<file path="src/include/fefi_pkg.sv">
// shared constants and carriers of the flash fault/interrupt config block
package fefi_pkg;

  // register byte offsets, one aligned word each
  localparam logic [7:0] OFS_FLASH_CONFIG = 8'h00;
  localparam logic [7:0] OFS_FAULT_IRQ_ENABLE = 8'h04;
  localparam logic [7:0] OFS_FLASH_STATUS = 8'h08;
  localparam logic [7:0] OFS_FAULT_STATUS = 8'h0c;
  localparam logic [7:0] OFS_EVT_STATUS = 8'h10;
  localparam logic [7:0] OFS_EVT_CLEAR = 8'h14;
  localparam logic [7:0] OFS_EVT_ENABLE = 8'h18;

  // flash_config fields
  localparam int CFG_CMD_DONE_IRQ_EN = 7;
  localparam int CFG_IGNORE_SINGLE = 4;
  localparam int CFG_FORCE_DOUBLE = 1;
  localparam int CFG_FORCE_SINGLE = 0;
  localparam logic [7:0] CFG_WRITE_MASK = 8'h93;
  localparam logic [7:0] CFG_RESET = 8'h00;

  // fault_irq_enable fields
  localparam int FIE_DOUBLE = 1;
  localparam int FIE_SINGLE = 0;
  localparam logic [7:0] FIE_WRITE_MASK = 8'h03;
  localparam logic [7:0] FIE_RESET = 8'h00;

  // flash_status_reg fields
  localparam int FST_CMD_DONE = 7;
  localparam int FST_BUSY = 3;
  localparam logic CMD_DONE_RESET = 1'b1;

  // fault_status_reg fields
  localparam int FLT_DOUBLE = 1;
  localparam int FLT_SINGLE = 0;
  localparam logic [1:0] FLT_RESET = 2'h0;

  // event status layout
  localparam int EVT_WIDTH = 3;
  localparam int EVT_SINGLE = 0;
  localparam int EVT_DOUBLE = 1;
  localparam int EVT_CMD_DONE = 2;
  localparam logic [2:0] EVT_RESET = 3'h0;

  // ahb encodings
  localparam logic [1:0] HTRANS_NONSEQ = 2'h2;
  localparam logic [1:0] HRESP_OKAY = 2'h0;

  // register access as seen by the register file
  typedef struct packed {
    logic wr;
    logic [7:0] addr;
    logic [31:0] wdata;
  } fefi_reg_req_t;

  // flash-side events of one cycle
  typedef struct packed {
    logic array_read;
    logic ecc_single;
    logic ecc_double;
    logic cmd_finish;
    logic cmd_violation;
  } fefi_flash_evt_t;

endpackage

</file>
<file path="src/fefi_ahb_slave.sv">
`timescale 1ns/1ps
// ahb-lite slave front end: zero wait states, reads answered from
// the address phase, writes applied in the data phase
module fefi_ahb_slave (
  // clock and reset
  input wire logic clk,
  input wire logic rst,
  // ahb-lite slave side
  input wire logic hsel,
  input wire logic [31:0] haddr,
  input wire logic [1:0] htrans,
  input wire logic hwrite,
  input wire logic hready,
  input wire logic [31:0] hwdata,
  output logic [31:0] hrdata,
  // register file side
  output fefi_pkg::fefi_reg_req_t req,
  output logic [7:0] rd_addr,
  input wire logic [31:0] rd_data
);

  logic take;
  logic wr_pend;
  logic [7:0] wr_addr;

  // htrans[1] takes nonseq and seq alike, single transfers only
  assign take = hsel & hready & htrans[1];
  assign rd_addr = haddr[7:0];

  // remember a write address phase for its data phase
  always_ff @(posedge clk) begin
    if (rst) begin
      wr_pend <= 1'b0;
      wr_addr <= 8'h00;
    end else begin
      wr_pend <= take & hwrite;
      wr_addr <= haddr[7:0];
    end
  end

  // read data sampled at the address phase edge
  always_ff @(posedge clk) begin
    if (rst) begin
      hrdata <= 32'h0000_0000;
    end else if (take & ~hwrite) begin
      hrdata <= rd_data;
    end
  end

  // write request is valid for the single data phase cycle
  assign req.wr = wr_pend;
  assign req.addr = wr_addr;
  assign req.wdata = hwdata;

endmodule // fefi_ahb_slave

</file>
<file path="src/fefi_irq_latch.sv">
`timescale 1ns/1ps
// sticky event bits with enable mask and one level interrupt
module fefi_irq_latch #(
  parameter int WIDTH = 3
) (
  // clock and reset
  input wire logic clk,
  input wire logic rst,
  // events and software control
  input wire logic [WIDTH-1:0] set,
  input wire logic [WIDTH-1:0] clr,
  input wire logic [WIDTH-1:0] en,
  // state and interrupt
  output logic [WIDTH-1:0] status,
  output logic irq
);

  // one sticky bit per event, set beats a same-cycle clear
  for (genvar i = 0; i < WIDTH; i++) begin : g_bit
    always_ff @(posedge clk) begin
      if (rst) begin
        status[i] <= 1'b0;
      end else if (set[i]) begin
        status[i] <= 1'b1;
      end else if (clr[i]) begin
        status[i] <= 1'b0;
      end
    end
  end

  // level output while any enabled bit stands
  assign irq = |(status & en);

endmodule // fefi_irq_latch

</file>
<file path="src/fefi_top.sv">
`timescale 1ns/1ps
// Notes on behaviour
// - with cmd_done_irq_en set, a set command-done flag requests an interrupt.
// - with ignore_single_fault set, genuine single faults are neither flagged nor raised.
// - while force_double_fault is set, every array read sets the double fault flag.
// - with force_double_fault clear, only a genuine double fault or a read while busy sets that flag.
// - a forced double fault raises an interrupt only when its enable is set.
// - while force_single_fault is set, every array read sets the single fault flag.
// - with force_single_fault clear, only a genuine single fault sets that flag.
// - a forced single fault raises an interrupt only when its enable is set.
// - both force bits hold until software writes zero to them.
// - flash_config keeps bits 7, 4, 1 and 0; other bits read zero, ignore writes.
// - with double_fault_irq_en set, a set double fault flag requests an interrupt.
// - with single_fault_irq_en set, a set single fault flag requests an interrupt.
// - both assigned bits of fault_irq_enable are readable and writable.
// - the double fault flag clears only on a written one; zero leaves it.
// - command-done sets on finish or violation; writing one while it is set launches and holds it low till the end.
// - an array read on a block busy with a command sets the double fault flag.
module fefi_top (
  // clock and reset
  input wire logic CLK_IN,
  input wire logic RST_IN,
  // ahb-lite register bus
  input wire logic HSEL_IN,
  input wire logic [31:0] HADDR_IN,
  input wire logic [1:0] HTRANS_IN,
  input wire logic HWRITE_IN,
  input wire logic [2:0] HSIZE_IN,
  input wire logic HREADY_IN,
  input wire logic [31:0] HWDATA_IN,
  output logic [31:0] HRDATA_OUT,
  output logic HREADYOUT_OUT,
  output logic [1:0] HRESP_OUT,
  // flash array and sequencer events, same clock
  input wire logic ARRAY_READ_IN,
  input wire logic ECC_SINGLE_IN,
  input wire logic ECC_DOUBLE_IN,
  input wire logic CMD_FINISH_IN,
  input wire logic CMD_VIOLATION_IN,
  // command sequencer control
  output logic CMD_LAUNCH_OUT,
  output logic CMD_BUSY_OUT,
  // interrupt requests
  output logic CMD_DONE_IRQ_OUT,
  output logic DOUBLE_FAULT_IRQ_OUT,
  output logic SINGLE_FAULT_IRQ_OUT,
  output logic IRQ_OUT
);

  // bus side
  fefi_pkg::fefi_reg_req_t req;
  logic [7:0] rd_addr;
  logic [31:0] rd_data;

  // flash side events gathered
  fefi_pkg::fefi_flash_evt_t evt;

  // register state
  logic [7:0] flash_config;
  logic [7:0] fault_irq_enable;
  logic cmd_done_flag;
  logic double_fault_flag;
  logic single_fault_flag;
  logic [fefi_pkg::EVT_WIDTH-1:0] evt_enable;
  logic [fefi_pkg::EVT_WIDTH-1:0] evt_status;

  // decoded writes
  logic wr_cfg;
  logic wr_fie;
  logic wr_fst;
  logic wr_flt;
  logic wr_evt_clr;
  logic wr_evt_en;

  // derived events
  logic launch;
  logic cmd_end;
  logic set_double;
  logic set_single;
  logic clr_double;
  logic clr_single;
  logic [fefi_pkg::EVT_WIDTH-1:0] evt_set;
  logic [fefi_pkg::EVT_WIDTH-1:0] evt_clr;

  // config fields by name, so the fault and interrupt logic reads plainly
  logic cmd_done_irq_en;
  logic ignore_single_fault;
  logic force_double_fault;
  logic force_single_fault;
  logic double_fault_irq_en;
  logic single_fault_irq_en;

  // ahb front end; hsize ignored since only words are carried
  // zero wait states: every answer lands one edge after its address phase
  fefi_ahb_slave u_ahb (
    .clk(CLK_IN),
    .rst(RST_IN),
    .hsel(HSEL_IN),
    .haddr(HADDR_IN),
    .htrans(HTRANS_IN),
    .hwrite(HWRITE_IN),
    .hready(HREADY_IN),
    .hwdata(HWDATA_IN),
    .hrdata(HRDATA_OUT),
    .req(req),
    .rd_addr(rd_addr),
    .rd_data(rd_data)
  );

  // never stalls, never errors
  // nothing here can be slow or refused, so a fixed okay is honest
  assign HREADYOUT_OUT = 1'b1;
  assign HRESP_OUT = fefi_pkg::HRESP_OKAY;

  // flash-side inputs come from logic on this clock
  // no synchronisers: these share the controller's own clock domain
  assign evt.array_read = ARRAY_READ_IN;
  assign evt.ecc_single = ECC_SINGLE_IN;
  assign evt.ecc_double = ECC_DOUBLE_IN;
  assign evt.cmd_finish = CMD_FINISH_IN;
  assign evt.cmd_violation = CMD_VIOLATION_IN;

  // write decode, one strobe per register
  // only the low byte is decoded, so the upper address bits alias
  assign wr_cfg = req.wr && (req.addr == fefi_pkg::OFS_FLASH_CONFIG);
  assign wr_fie = req.wr && (req.addr == fefi_pkg::OFS_FAULT_IRQ_ENABLE);
  assign wr_fst = req.wr && (req.addr == fefi_pkg::OFS_FLASH_STATUS);
  assign wr_flt = req.wr && (req.addr == fefi_pkg::OFS_FAULT_STATUS);
  assign wr_evt_clr = req.wr && (req.addr == fefi_pkg::OFS_EVT_CLEAR);
  assign wr_evt_en = req.wr && (req.addr == fefi_pkg::OFS_EVT_ENABLE);

  // configuration register; force bits are plain storage so they
  // only ever drop on a software write of zero
  always_ff @(posedge CLK_IN) begin
    if (RST_IN) begin
      flash_config <= fefi_pkg::CFG_RESET;
    end else if (wr_cfg) begin
      flash_config <= req.wdata[7:0] & fefi_pkg::CFG_WRITE_MASK;
    end
  end

  // fault interrupt enables
  // only the two assigned bits hold state; the rest read zero
  always_ff @(posedge CLK_IN) begin
    if (RST_IN) begin
      fault_irq_enable <= fefi_pkg::FIE_RESET;
    end else if (wr_fie) begin
      fault_irq_enable <= req.wdata[7:0] & fefi_pkg::FIE_WRITE_MASK;
    end
  end

  // field taps; the stored words keep the masked layout software reads back
  assign cmd_done_irq_en = flash_config[fefi_pkg::CFG_CMD_DONE_IRQ_EN];
  assign ignore_single_fault = flash_config[fefi_pkg::CFG_IGNORE_SINGLE];
  assign force_double_fault = flash_config[fefi_pkg::CFG_FORCE_DOUBLE];
  assign force_single_fault = flash_config[fefi_pkg::CFG_FORCE_SINGLE];
  assign double_fault_irq_en = fault_irq_enable[fefi_pkg::FIE_DOUBLE];
  assign single_fault_irq_en = fault_irq_enable[fefi_pkg::FIE_SINGLE];

  // a launch needs an idle sequencer; a one written mid-command is dropped
  // a violation ends the command just as a finish does
  assign launch = wr_fst && req.wdata[fefi_pkg::FST_CMD_DONE] && cmd_done_flag;
  assign cmd_end = evt.cmd_finish | evt.cmd_violation;

  // command-done flag, completion beats a same-cycle launch
  // resets to one so the block comes up idle and ready to launch
  always_ff @(posedge CLK_IN) begin
    if (RST_IN) begin
      cmd_done_flag <= fefi_pkg::CMD_DONE_RESET;
    end else if (cmd_end) begin
      cmd_done_flag <= 1'b1;
    end else if (launch) begin
      cmd_done_flag <= 1'b0;
    end
  end

  // launch pulse to the sequencer
  // registered so the sequencer sees a clean single-cycle strobe
  always_ff @(posedge CLK_IN) begin
    if (RST_IN) begin
      CMD_LAUNCH_OUT <= 1'b0;
    end else begin
      CMD_LAUNCH_OUT <= launch & ~cmd_end;
    end
  end

  // busy mirrors the running command
  // derived, not stored, so it can never disagree with the flag
  assign CMD_BUSY_OUT = ~cmd_done_flag;

  // double fault source: forced, genuine, or read while busy
  always_comb begin
    set_double = 1'b0;
    if (evt.array_read) begin
      if (force_double_fault) begin
        set_double = 1'b1;
      end else begin
        set_double = evt.ecc_double;
      end
      // busy read wins: the array word is not valid then
      // read during command
      if (!cmd_done_flag) begin
        set_double = 1'b1;
      end
    end
  end

  // single fault source: force wins over the ignore bit
  // ignore masks genuine faults only, so a forced test still reaches software
  always_comb begin
    set_single = 1'b0;
    if (evt.array_read) begin
      if (force_single_fault) begin
        set_single = 1'b1;
      end else begin
        set_single = evt.ecc_single & ~ignore_single_fault;
      end
    end
  end

  // write-one-to-clear strobes
  // a zero in either bit leaves that flag alone
  assign clr_double = wr_flt & req.wdata[fefi_pkg::FLT_DOUBLE];
  assign clr_single = wr_flt & req.wdata[fefi_pkg::FLT_SINGLE];

  // double fault flag, a new fault beats a same-cycle clear
  // set wins so a fault in the clearing cycle is never lost
  always_ff @(posedge CLK_IN) begin
    if (RST_IN) begin
      double_fault_flag <= fefi_pkg::FLT_RESET[fefi_pkg::FLT_DOUBLE];
    end else if (set_double) begin
      double_fault_flag <= 1'b1;
    end else if (clr_double) begin
      double_fault_flag <= 1'b0;
    end
  end

  // single fault flag, same clearing scheme
  // write-one-to-clear as well, so one write can clear both flags
  always_ff @(posedge CLK_IN) begin
    if (RST_IN) begin
      single_fault_flag <= fefi_pkg::FLT_RESET[fefi_pkg::FLT_SINGLE];
    end else if (set_single) begin
      single_fault_flag <= 1'b1;
    end else if (clr_single) begin
      single_fault_flag <= 1'b0;
    end
  end

  // per-source interrupt levels, dropped as soon as flag or enable drops
  // flag and enable
  assign CMD_DONE_IRQ_OUT = cmd_done_flag & cmd_done_irq_en;
  assign DOUBLE_FAULT_IRQ_OUT = double_fault_flag & double_fault_irq_en;
  assign SINGLE_FAULT_IRQ_OUT = single_fault_flag & single_fault_irq_en;

  // event capture enable register
  // apart from the per-fault enables so the summary line is routed alone
  always_ff @(posedge CLK_IN) begin
    if (RST_IN) begin
      evt_enable <= fefi_pkg::EVT_RESET;
    end else if (wr_evt_en) begin
      evt_enable <= req.wdata[fefi_pkg::EVT_WIDTH-1:0];
    end
  end

  // flag setting causes, not flag edges, feed the summary latch
  always_comb begin
    evt_set = fefi_pkg::EVT_RESET;
    evt_set[fefi_pkg::EVT_SINGLE] = set_single;
    evt_set[fefi_pkg::EVT_DOUBLE] = set_double;
    evt_set[fefi_pkg::EVT_CMD_DONE] = cmd_end;
  end

  // clear strobes from the write-only clear register
  // anything but a clear write gives all zeros, so no stray clears
  assign evt_clr = wr_evt_clr ? req.wdata[fefi_pkg::EVT_WIDTH-1:0] : fefi_pkg::EVT_RESET;

  // summary interrupt for a single-line controller
  // limitation: every setting cause counts, even onto a flag already set
  fefi_irq_latch #(
    .WIDTH(fefi_pkg::EVT_WIDTH)
  ) u_irq (
    .clk(CLK_IN),
    .rst(RST_IN),
    .set(evt_set),
    .clr(evt_clr),
    .en(evt_enable),
    .status(evt_status),
    .irq(IRQ_OUT)
  );

  // read mux, unmapped and write-only offsets read zero
  // a read right behind a write sees the old value, since it is
  // answered from the address phase
  always_comb begin
    rd_data = 32'h0000_0000;
    case (rd_addr)
      fefi_pkg::OFS_FLASH_CONFIG: begin
        rd_data[7:0] = flash_config;
      end
      fefi_pkg::OFS_FAULT_IRQ_ENABLE: begin
        rd_data[7:0] = fault_irq_enable;
      end
      fefi_pkg::OFS_FLASH_STATUS: begin
        rd_data[fefi_pkg::FST_CMD_DONE] = cmd_done_flag;
        rd_data[fefi_pkg::FST_BUSY] = ~cmd_done_flag;
      end
      fefi_pkg::OFS_FAULT_STATUS: begin
        rd_data[fefi_pkg::FLT_DOUBLE] = double_fault_flag;
        rd_data[fefi_pkg::FLT_SINGLE] = single_fault_flag;
      end
      fefi_pkg::OFS_EVT_STATUS: begin
        rd_data[fefi_pkg::EVT_WIDTH-1:0] = evt_status;
      end
      fefi_pkg::OFS_EVT_ENABLE: begin
        rd_data[fefi_pkg::EVT_WIDTH-1:0] = evt_enable;
      end
      // clear register is write-only and reads as zero
      fefi_pkg::OFS_EVT_CLEAR: begin
        rd_data = 32'h0000_0000;
      end
      default: begin
        rd_data = 32'h0000_0000;
      end
    endcase
  end

endmodule // fefi_top

</file>
<file path="config.mk">
export PLATFORM = sky130hd
export DESIGN_NAME = fefi_top
export DESIGN_NICKNAME = d
export VERILOG_FILES = /design/src/include/fefi_pkg.sv /design/src/fefi_ahb_slave.sv /design/src/fefi_irq_latch.sv /design/src/fefi_top.sv
export SDC_FILE = /design/constraint.sdc
export NUM_CORES = 1
export LEC_CHECK = 0
export BUFFER_PORTS_ARGS = -buffer_cell sky130_fd_sc_hd__clkbuf_2
export CAP_MARGIN = 0
export CORE_MARGIN = 1
export CORE_UTILIZATION = 43
export CTS_CLUSTER_SIZE = 10
export DETAILED_ROUTE_END_ITERATION = 16
export PLACE_DENSITY_LB_ADDON = 0.08
export SLEW_MARGIN = 10
export SYNTH_ARGS = -nofsm -noshare
export SYNTH_HDL_FRONTEND = slang
export SYNTH_SLANG_ARGS = --single-unit
</file>
<file path="constraint.sdc">
create_clock -name CLK_IN -period 2.59 [get_ports CLK_IN]
set_input_delay 0.518 -clock CLK_IN [delete_from_list [all_inputs] [get_ports CLK_IN]]
set_output_delay 0.518 -clock CLK_IN [all_outputs]
set_load 0.1 [all_outputs]
</file>
# After elaboration in Yosys (flattened, before gate mapping)

Cells that the tools add are included.

Register bits: 33
Word-level logic and storage cells: 78
Output and inout port bits: 41

Bitwise gates (word level): 17
Equality and inequality tests: 10
Reduce and logical (&&, ||, !) cells: 17
Mux-type cells: 21

Operators with widths:

| kind                                                                  | count |
|---|---|
| 8-bit by 4-bit equality test with 1-bit output, second input constant | 4 |
| 8-bit by 5-bit equality test with 1-bit output, second input constant | 4 |
| 1-bit two-way mux                                                     | 17 |
| 8-bit by 3-bit equality test with 1-bit output, second input constant | 2 |
| 8-bit zero test                                                       | 2 |
| 1-bit bitwise AND                                                     | 11 |
| 2-bit one-hot mux with 5 select lines                                 | 1 |
| 2-bit nonzero test                                                    | 5 |
| 1-bit logical AND                                                     | 8 |
| 1-bit NOT                                                             | 4 |
| 1-bit one-hot mux with 2 select lines                                 | 2 |
| 3-bit bitwise AND                                                     | 1 |
| 3-bit two-way mux                                                     | 1 |
| 3-bit OR reduction                                                    | 1 |
| 2-bit OR reduction                                                    | 1 |
| 1-bit OR                                                              | 1 |

# Longest topological paths before layout

Gate-level depths: netlist of run 1.

Depth in word-level cells: 5
Gate-level depth with buffers: 4

# Modules after synthesis

A second synthesis of run 1 with hierarchy kept.

Cell total of the unflattened synthesis: 312
Area total of the unflattened synthesis: 2,971.6 sq um

Modules (own cells, without submodules):

| module         | instances | cells each | area each (sq um) |
|---|---|---|---|
| fefi_ahb_slave | 1         | 201        | 2,031.9 |
| fefi_top       | 1         | 97         | 820.8 |
| fefi_irq_latch | 1         | 14         | 118.9 |

# Worst setup path before layout of run 1

OpenSTA, ideal clock, no wires.

Path type: register -> output
Start point: register cmd_done_flag
End point: output CMD_DONE_IRQ_OUT
Buffers on the path: 0
Arrival: 1.111 ns
Cell stages (with the launch flop): 2
Setup slack: 0.961 ns
Path through: dfxtp_1 > and2_1

Cells in the longest elaborated chain, start to end: 1

RTL lines:

| element                | RTL line        | RTL |
|---|---|---|
| from (decl)            | fefi_top.sv:61  | `logic cmd_done_flag;` |
| from (signal assigned) | fefi_top.sv:169 | `cmd_done_flag <= fefi_pkg::CMD_DONE_RESET;` |
| 1-bit bitwise AND      | fefi_top.sv:252 | `assign CMD_DONE_IRQ_OUT = cmd_done_flag & cmd_done_irq_en;` |
| to (decl)              | fefi_top.sv:44  | `output logic CMD_DONE_IRQ_OUT,` |

No other way between the ends.

# Final worst setup path of run 1

Start point: register u_irq.status[1]
End point: output IRQ_OUT

Cells in the longest elaborated chain, start to end: 2

RTL lines:

| element                           | RTL line             | RTL |
|---|---|---|
| from (decl)                       | fefi_irq_latch.sv:14 | `output logic [WIDTH-1:0] status,` |
| from (signal, indexed assignment) | fefi_irq_latch.sv:22 | `status[i] <= 1'b0;` |
| from (signal, indexed assignment) | fefi_irq_latch.sv:24 | `status[i] <= 1'b1;` |
| from (signal, indexed assignment) | fefi_irq_latch.sv:26 | `status[i] <= 1'b0;` |
| 3-bit bitwise AND                 | fefi_irq_latch.sv:32 | `assign irq = \|(status & en);` |
| 3-bit OR reduction                | fefi_irq_latch.sv:32 |  |
| to (decl)                         | fefi_top.sv:47       | `output logic IRQ_OUT` |

No other way between the ends.

==> results.json, run 1 <==
{
  "first_pass_iters": 4,
  "post-dp-hpwl_mm": 2.70,
  "cts.sinks": 31,
  "use_met1_pct": 23.4,
  "clock_path_buffers": 2,
  "dieArea_mm2": 0.00404,
  "synthArstFlopShare_pct": 0,
  "synthesis.area_mm2": 0.00163,
  "crit_family": "buffers and inverters",
  "grt_pass1_wl_mm": 5.70,
  "seqCellArea_um2": 621,
  "worst-slew-pin-transition_ns": 0.693,
  "clkTransAtPathRegs_ns": 0.06,
  "grt_use_total_pct": 19.1,
  "htree_levels": 2,
  "via_per_inst": 5.15,
  "grt-busiest-layer": "met2",
  "worstSetupStartpointType": "flop",
  "clockRootBuffer": "clkbuf_8",
  "dp_cells": 249,
  "hold_path_end": "cmd_done_flag",
  "io_buffers": 35,
  "antenna_cells": 0,
  "finalCriticalPeriod_ns": 1.95,
  "yosys.area.top_type": "dfxtp_1",
  "die_width_um": 63.6,
  "synth-simple-area-share_pct": 25.2,
  "synth_edf_count": 0,
  "vias": 1323,
  "grt_overflow": 0,
  "hp-start": "CMD_VIOLATION_IN",
  "p_leak_nw": 0.763,
  "ys_warn_count": 0,
  "arrival_ns": 1.43,
  "numCtsBuffers": 5,
  "ant_nets": 0,
  "synthFlopType": "dfxtp_1",
  "drive_gt1_share_pct": 25.4,
  "min_path_type": "input pin to flop",
  "hold_depth": 2,
  "fin_skew_ns": 0.00475,
  "io_pins": 120,
  "max_freq_mhz": 514,
  "yosysSeqAreaShare_pct": 38.0,
  "multiInputGateArea_um2": 837,
  "routedWlPerCell_um": 13.4,
  "fp.dieH_um": 63.6,
  "rrSetupSlack_ns": 1.02,
  "met2_usage_pct": 29.1,
  "synthCells": 175,
  "status": "complete, no violations",
  "fin_nets": 287,
  "ys_ff_latch": 31,
  "drt_first_iter_violations": 70,
  "syn_to_final_growth_pct": 11.3,
  "period_share_pct": 75.2,
  "use_met3_pct": 6.16,
  "clock_latency_ns": 0.28,
  "ir_worst_vdd_uv": 355,
  "synth_top_cell_area_share_pct": 38.0,
  "muxShareOfSynthArea_pct": 7.82,
  "crit_path_max_fanout": 3,
  "synth_area_leaders": "dfxtp_1 (38%), buf_4 (13%), mux2_2 (4.1%), nand4_1 (3.8%), nor2b_1 (3.8%)",
  "path_cells": "a222oi_1 > inv_1 > clkbuf_2",
  "rr_startpoint": "u_ahb.wr_addr[1]",
  "place.gp.congestion": 0.821,
  "coreArea_mm2": 0.00366,
  "regToRegEndpoint": "cmd_done_flag",
  "netlist_top_cells_count": "dfxtp_1 (31), buf_4 (29), a21oi_1 (12), nand4_1 (10), nor2b_1 (10)",
  "syn_area_per_cell_um2": 9.32,
  "synth_compound_gate_area_share_pct": 11.7,
  "antenna_found_initial": 0,
  "criticalPathCategory": "flop to primary output",
  "power.density_mw_per_mm2": 654,
  "synth_cell_types": 37,
  "synth_top_family_by_area": "simple AND/OR/NAND/NOR gates",
  "tns_ns": 0,
  "endpoint_kind": "primary output",
  "ctsResizeCount": 0,
  "critPathMaxStageDelay_ns": 0.38,
  "cts_tree": "done",
  "grt_setup_unrepaired": "false",
  "slowest_stage": "clkbuf_2",
  "stdcell_count": 257,
  "start_util_pct": 44.6,
  "setup_viol": 0,
  "ff2ff_path_depth": 3,
  "synth-xor-area-share_pct": 0,
  "grt_pass1_vias": 1208,
  "wl_mm": 3.45,
  "maxSlewHeadroom_pct": 53.2,
  "ctsHoldBuffers": 0,
  "worst-path-buf-inv": 2,
  "num_rows": 22,
  "cap_violations": 0,
  "drc": 0,
  "yosysMostFrequentCell": "dfxtp_1",
  "fillCellCount": 376,
  "synthAdderAreaFrac_pct": 0,
  "hold_viol": 0,
  "finalMaxSlewViolations": 0,
  "required_ns": 2.07,
  "cts_setup_buffers": 0,
  "grt_max_degree": 34
}
## metrics by stage
stage,util (%),instance area (um^2),setup slack [ns],hold slack (ns),power (mW)
CTS,49.6,1820,0.618,0.432,1.20
global placement,46.9,1720,0.753,0.444,0.783
detailed placement,46.9,1720,0.717,0.452,0.785
global route,49.6,1820,0.560,0.443,1.24
floorplan,-,1730,0.961,0.447,0.785
finish,49.6,1820,0.643,0.442,1.19
## sequential cells by signal (all words and copies together), names as in the netlist
name	count
fault_irq_enable	2
u_ahb.wr_pend	1
cmd_done_flag	1
CMD_LAUNCH_OUT	1
u_irq.status	3
single_fault_flag	1
evt_enable	3
double_fault_flag	1
u_ahb.wr_addr	8
flash_config	4
u_ahb.hrdata	6
## per-layer routing
| layer | vias to the layer above | routed length (um) |
|---|---|---|
| li1 | 646 | - |
| met1 | 613 | 1490 |
| met2 | 54 | 1620 |
| met5 | - | 0 |
| met3 | 10 | 224 |
| met4 | 0 | 114 |
## area by class of cell
cell class | count | share of cell area (%)
Inverter | 6 | 1.24
Sequential cell | 31 | 34.2
Tap cell | 48 | 3.31
Timing Repair Buffer | 35 | 9.65
Multi-Input combinational cell | 129 | 46.1
Clock buffer | 8 | 5.51
## kinds of logic after synthesis
group           count (synthesis)
compound gates                 28
other cells                     2
simple gates                   60
mux                            12
flops                          31
buf+inv                        42
## cells in the final DEF (no fill, tap or decap), types with 7 or more instances in the layout
master,instances
nand4_1,10
nand2b_1,8
clkbuf_8,7
a21oi_1,12
dfxtp_1,31
conb_1,29
nor2b_1,10
clkbuf_2,35
## power breakdown
part	switching [mW]	total, mW	internal (mW)
Combinational	0.234	0.272	0.0373
Clock	0.171	0.413	0.242
Sequential	0.0130	0.504	0.491
Total	0.418	1.19	0.770
## how the worst max path moves through the flow
stage	from	cells past startpoint	slack (ns)	endpoint
2_1_floorplan	cmd_done_flag	1	0.96	CMD_DONE_IRQ_OUT
3_3_place_gp	HADDR_IN[5]	4	0.75	u_ahb.hrdata[0]
3_5_place_dp	HADDR_IN[5]	4	0.72	u_ahb.hrdata[1]
4_1_cts	u_irq.status[1]	3	0.62	IRQ_OUT
5_1_grt	u_irq.status[1]	3	0.56	IRQ_OUT
6_report	u_irq.status[1]	3	0.64	IRQ_OUT
Power figures use the tool's default switching activity.
==> run 2: changes to the inputs <==
--- a/config.mk
+++ b/config.mk
@@ -5,10 +5,11 @@
 export SDC_FILE = /design/constraint.sdc
 export NUM_CORES = 1
 export LEC_CHECK = 0
+export ABC_AREA = 1
 export BUFFER_PORTS_ARGS = -buffer_cell sky130_fd_sc_hd__clkbuf_2
 export CAP_MARGIN = 0
 export CORE_MARGIN = 1
-export CORE_UTILIZATION = 43
+export CORE_UTILIZATION = 37
 export CTS_CLUSTER_SIZE = 10
 export DETAILED_ROUTE_END_ITERATION = 16
 export PLACE_DENSITY_LB_ADDON = 0.08
==> constraint.sdc (replaced) <==
create_clock -name CLK_IN -period 1.6 [get_ports CLK_IN]
set_input_delay 0.32 -clock CLK_IN [delete_from_list [all_inputs] [get_ports CLK_IN]]
set_output_delay 0.32 -clock CLK_IN [all_outputs]
set_load 0.1 [all_outputs]
==> results.json, run 2 <==
{
  "status": "complete, no violations",
  "p_int_mw": 1.24,
  "muxShareOfSynthArea_pct": 0,
  "hold_path_end": "flash_config[4]",
  "synthAdderAreaFrac_pct": 0,
  "start_util_pct": 39.9,
  "synth_top_cell_area_share_pct": 37.5,
  "cts_setup_buffers": 0,
  "cts.sinks": 31,
  "finalMaxSlewViolations": 0,
  "grt_overflow": 0,
  "slowest_stage": "clkbuf_2",
  "worst-path-buf-inv": 1,
  "vias": 1420,
  "hold_viol": 0,
  "ctsResizeCount": 0,
  "min_path_type": "input pin to flop",
  "synth_edf_count": 0,
  "arrival_ns": 1.08,
  "synthCells": 234,
  "synth_area_leaders": "dfxtp_1 (38%), buf_4 (14%), nor2_1 (9.8%), nand3_1 (7.9%), nand2_1 (7.3%)",
  "stdcell_count": 323,
  "yosysMostFrequentCell": "nor2_1",
  "ant_nets": 0,
  "top_regs": "u_ahb.wr_addr x8, u_ahb.hrdata x6, flash_config x4",
  "tns_ns": 0,
  "htree_levels": 2,
  "design_area_mm2": 0.00190,
  "clock_path_buffers": 2,
  "regToRegEndpoint": "flash_config[7]",
  "power.density_mw_per_mm2": 1030,
  "antenna_found_initial": 0,
  "worstSetupStartpointType": "flop",
  "place.gp.congestion": 0.809,
  "cap_violations": 0,
  "path_cells": "clkbuf_2",
  "grt_pass1_vias": 1278,
  "criticalPathCategory": "flop to primary output",
  "syn_area_per_cell_um2": 7.07,
  "crit_path_max_fanout": 2,
  "die_width_um": 68.9,
  "hp-start": "HWDATA_IN[4]",
  "drc": 0,
  "ir_worst_vdd_uv": 426,
  "io_pins": 120,
  "yosysSeqAreaShare_pct": 37.5,
  "routedWlPerCell_um": 10.7,
  "whs_ns": 0.248,
  "dieArea_mm2": 0.00474,
  "ys_warn_count": 0,
  "num_rows": 23,
  "max_freq_mhz": 715,
  "critPathMaxStageDelay_ns": 0.46,
  "syn_to_final_growth_pct": 15.1,
  "clockRootBuffer": "clkbuf_8",
  "fp.dieH_um": 68.9,
  "p_leak_nw": 0.940,
  "fillCellCount": 440,
  "p_comb_share_pct": 23.3,
  "worst-slew-pin-transition_ns": 0.539,
  "numCtsBuffers": 5,
  "endpoint_kind": "primary output",
  "synthFlopType": "dfxtp_1",
  "post-dp-hpwl_mm": 2.73,
  "seqCellArea_um2": 621,
  "ff2ff_path_depth": 6,
  "clkPwrFrac_pct": 35.3,
  "rrSetupSlack_ns": 0.42,
  "grt_use_total_pct": 17.3,
  "hold_depth": 3,
  "pwr-share-seq_pct": 41.4,
  "required_ns": 1.28,
  "cts_tree": "done",
  "drive_gt1_share_pct": 22.7,
  "fin_skew_ns": 0.00740,
  "final_cell_mix": "nor2_1 (43), nand2_1 (32), dfxtp_1 (31), clkbuf_2 (30), conb_1 (29)",
  "crit_family": "buffers and inverters",
  "synth_cell_types": 19,
  "first_pass_iters": 4,
  "clock_latency_ns": 0.29,
  "final_common_cell": "nor2_1",
  "fin_nets": 351,
  "multiInputGateArea_um2": 806,
  "drt_first_iter_violations": 59,
  "maxSlewHeadroom_pct": 64.2,
  "grt_max_degree": 17,
  "io_buffers": 35,
  "switching_share_pct": 36.7,
  "ys_ff_latch": 31,
  "synth_top_family_by_area": "simple AND/OR/NAND/NOR gates",
  "clkTransAtPathRegs_ns": 0.07,
  "place_area_mm2": 0.00180,
  "p_sw_uw": 719,
  "period_share_pct": 87.5,
  "synthArstFlopShare_pct": 0,
  "setup_viol": 0,
  "netlist_top_cells_count": "nor2_1 (43), nand2_1 (32), dfxtp_1 (31), buf_4 (30), nand3_1 (26)",
  "largest_reg_flops": 8,
  "synthesis.area_mm2": 0.00165,
  "top_register": "u_ahb.wr_addr",
  "dp_cells": 315,
  "grt_setup_unrepaired": "false",
  "finalCriticalPeriod_ns": 1.40,
  "antenna_cells": 0,
  "via_per_inst": 4.40,
  "coreArea_mm2": 0.00414,
  "synth-simple-area-share_pct": 34.4,
  "grt_pass1_wl_mm": 5.71,
  "synth-xor-area-share_pct": 0,
  "yosys.area.top_type": "dfxtp_1",
  "synth_compound_gate_area_share_pct": 7.72,
  "wl_mm": 3.47,
  "ctsHoldBuffers": 0,
  "rr_startpoint": "u_ahb.wr_addr[4]"
}
## run 2: worst max-delay path by stage
stage,from,to,cells after the start
detailed placement,HTRANS_IN[1],u_ahb.hrdata[1],6
finish,u_ahb.hrdata[4],HRDATA_OUT[4],1
floorplan,u_irq.status[1],IRQ_OUT,2
CTS,u_ahb.hrdata[0],HRDATA_OUT[0],1
global placement,HTRANS_IN[1],u_ahb.hrdata[1],6
global route,u_ahb.hrdata[0],HRDATA_OUT[0],1
## run 2: area by class of cell
class	count	area share, %
clock buffers	8	5.26
inverters	25	4.93
multi-input cells	173	42.3
flip-flops and latches	31	32.6
well taps	50	3.29
repair buffers	36	11.6
## run 2: cells by family after synthesis
kind of cell | after synthesis
AOI/OAI and AO/OA | 25
other | 2
DFF | 31
and+or+nand+nor | 119
buffers and inverters | 57
## run 2: power groups by stage
stage / Clock (mW) / Combinational (mW) / Sequential, mW
after CTS: 0.701 / 0.458 / 0.811
after global placement: 0 / 0.457 / 0.828
after detailed placement: 0 / 0.457 / 0.828
after floorplan: 0 / 0.431 / 0.849
after global routing: 0.740 / 0.485 / 0.813
final: 0.692 / 0.457 / 0.811
## run 2: routing by layer
layer	up-vias	routed length (um)	track usage (%)	part of all wire, %
met4	0	72	9.18	2.1
met2	47	1530	26.8	44
met1	617	1650	21.8	47
li1	749	-	-	-
met5	-	0	0	0
met3	7	220	4.61	6.3
## run 2: per-stage QoR
step           power (mW)  util, %  setup slack, ns
2_1_floorplan        1.28        -            0.162
3_3_place_gp         1.28     43.5            0.337
3_5_place_dp         1.29     43.5            0.323
4_1_cts              1.97     45.9            0.183
5_1_grt              2.04     45.9            0.128
6_report             1.96     45.9            0.201
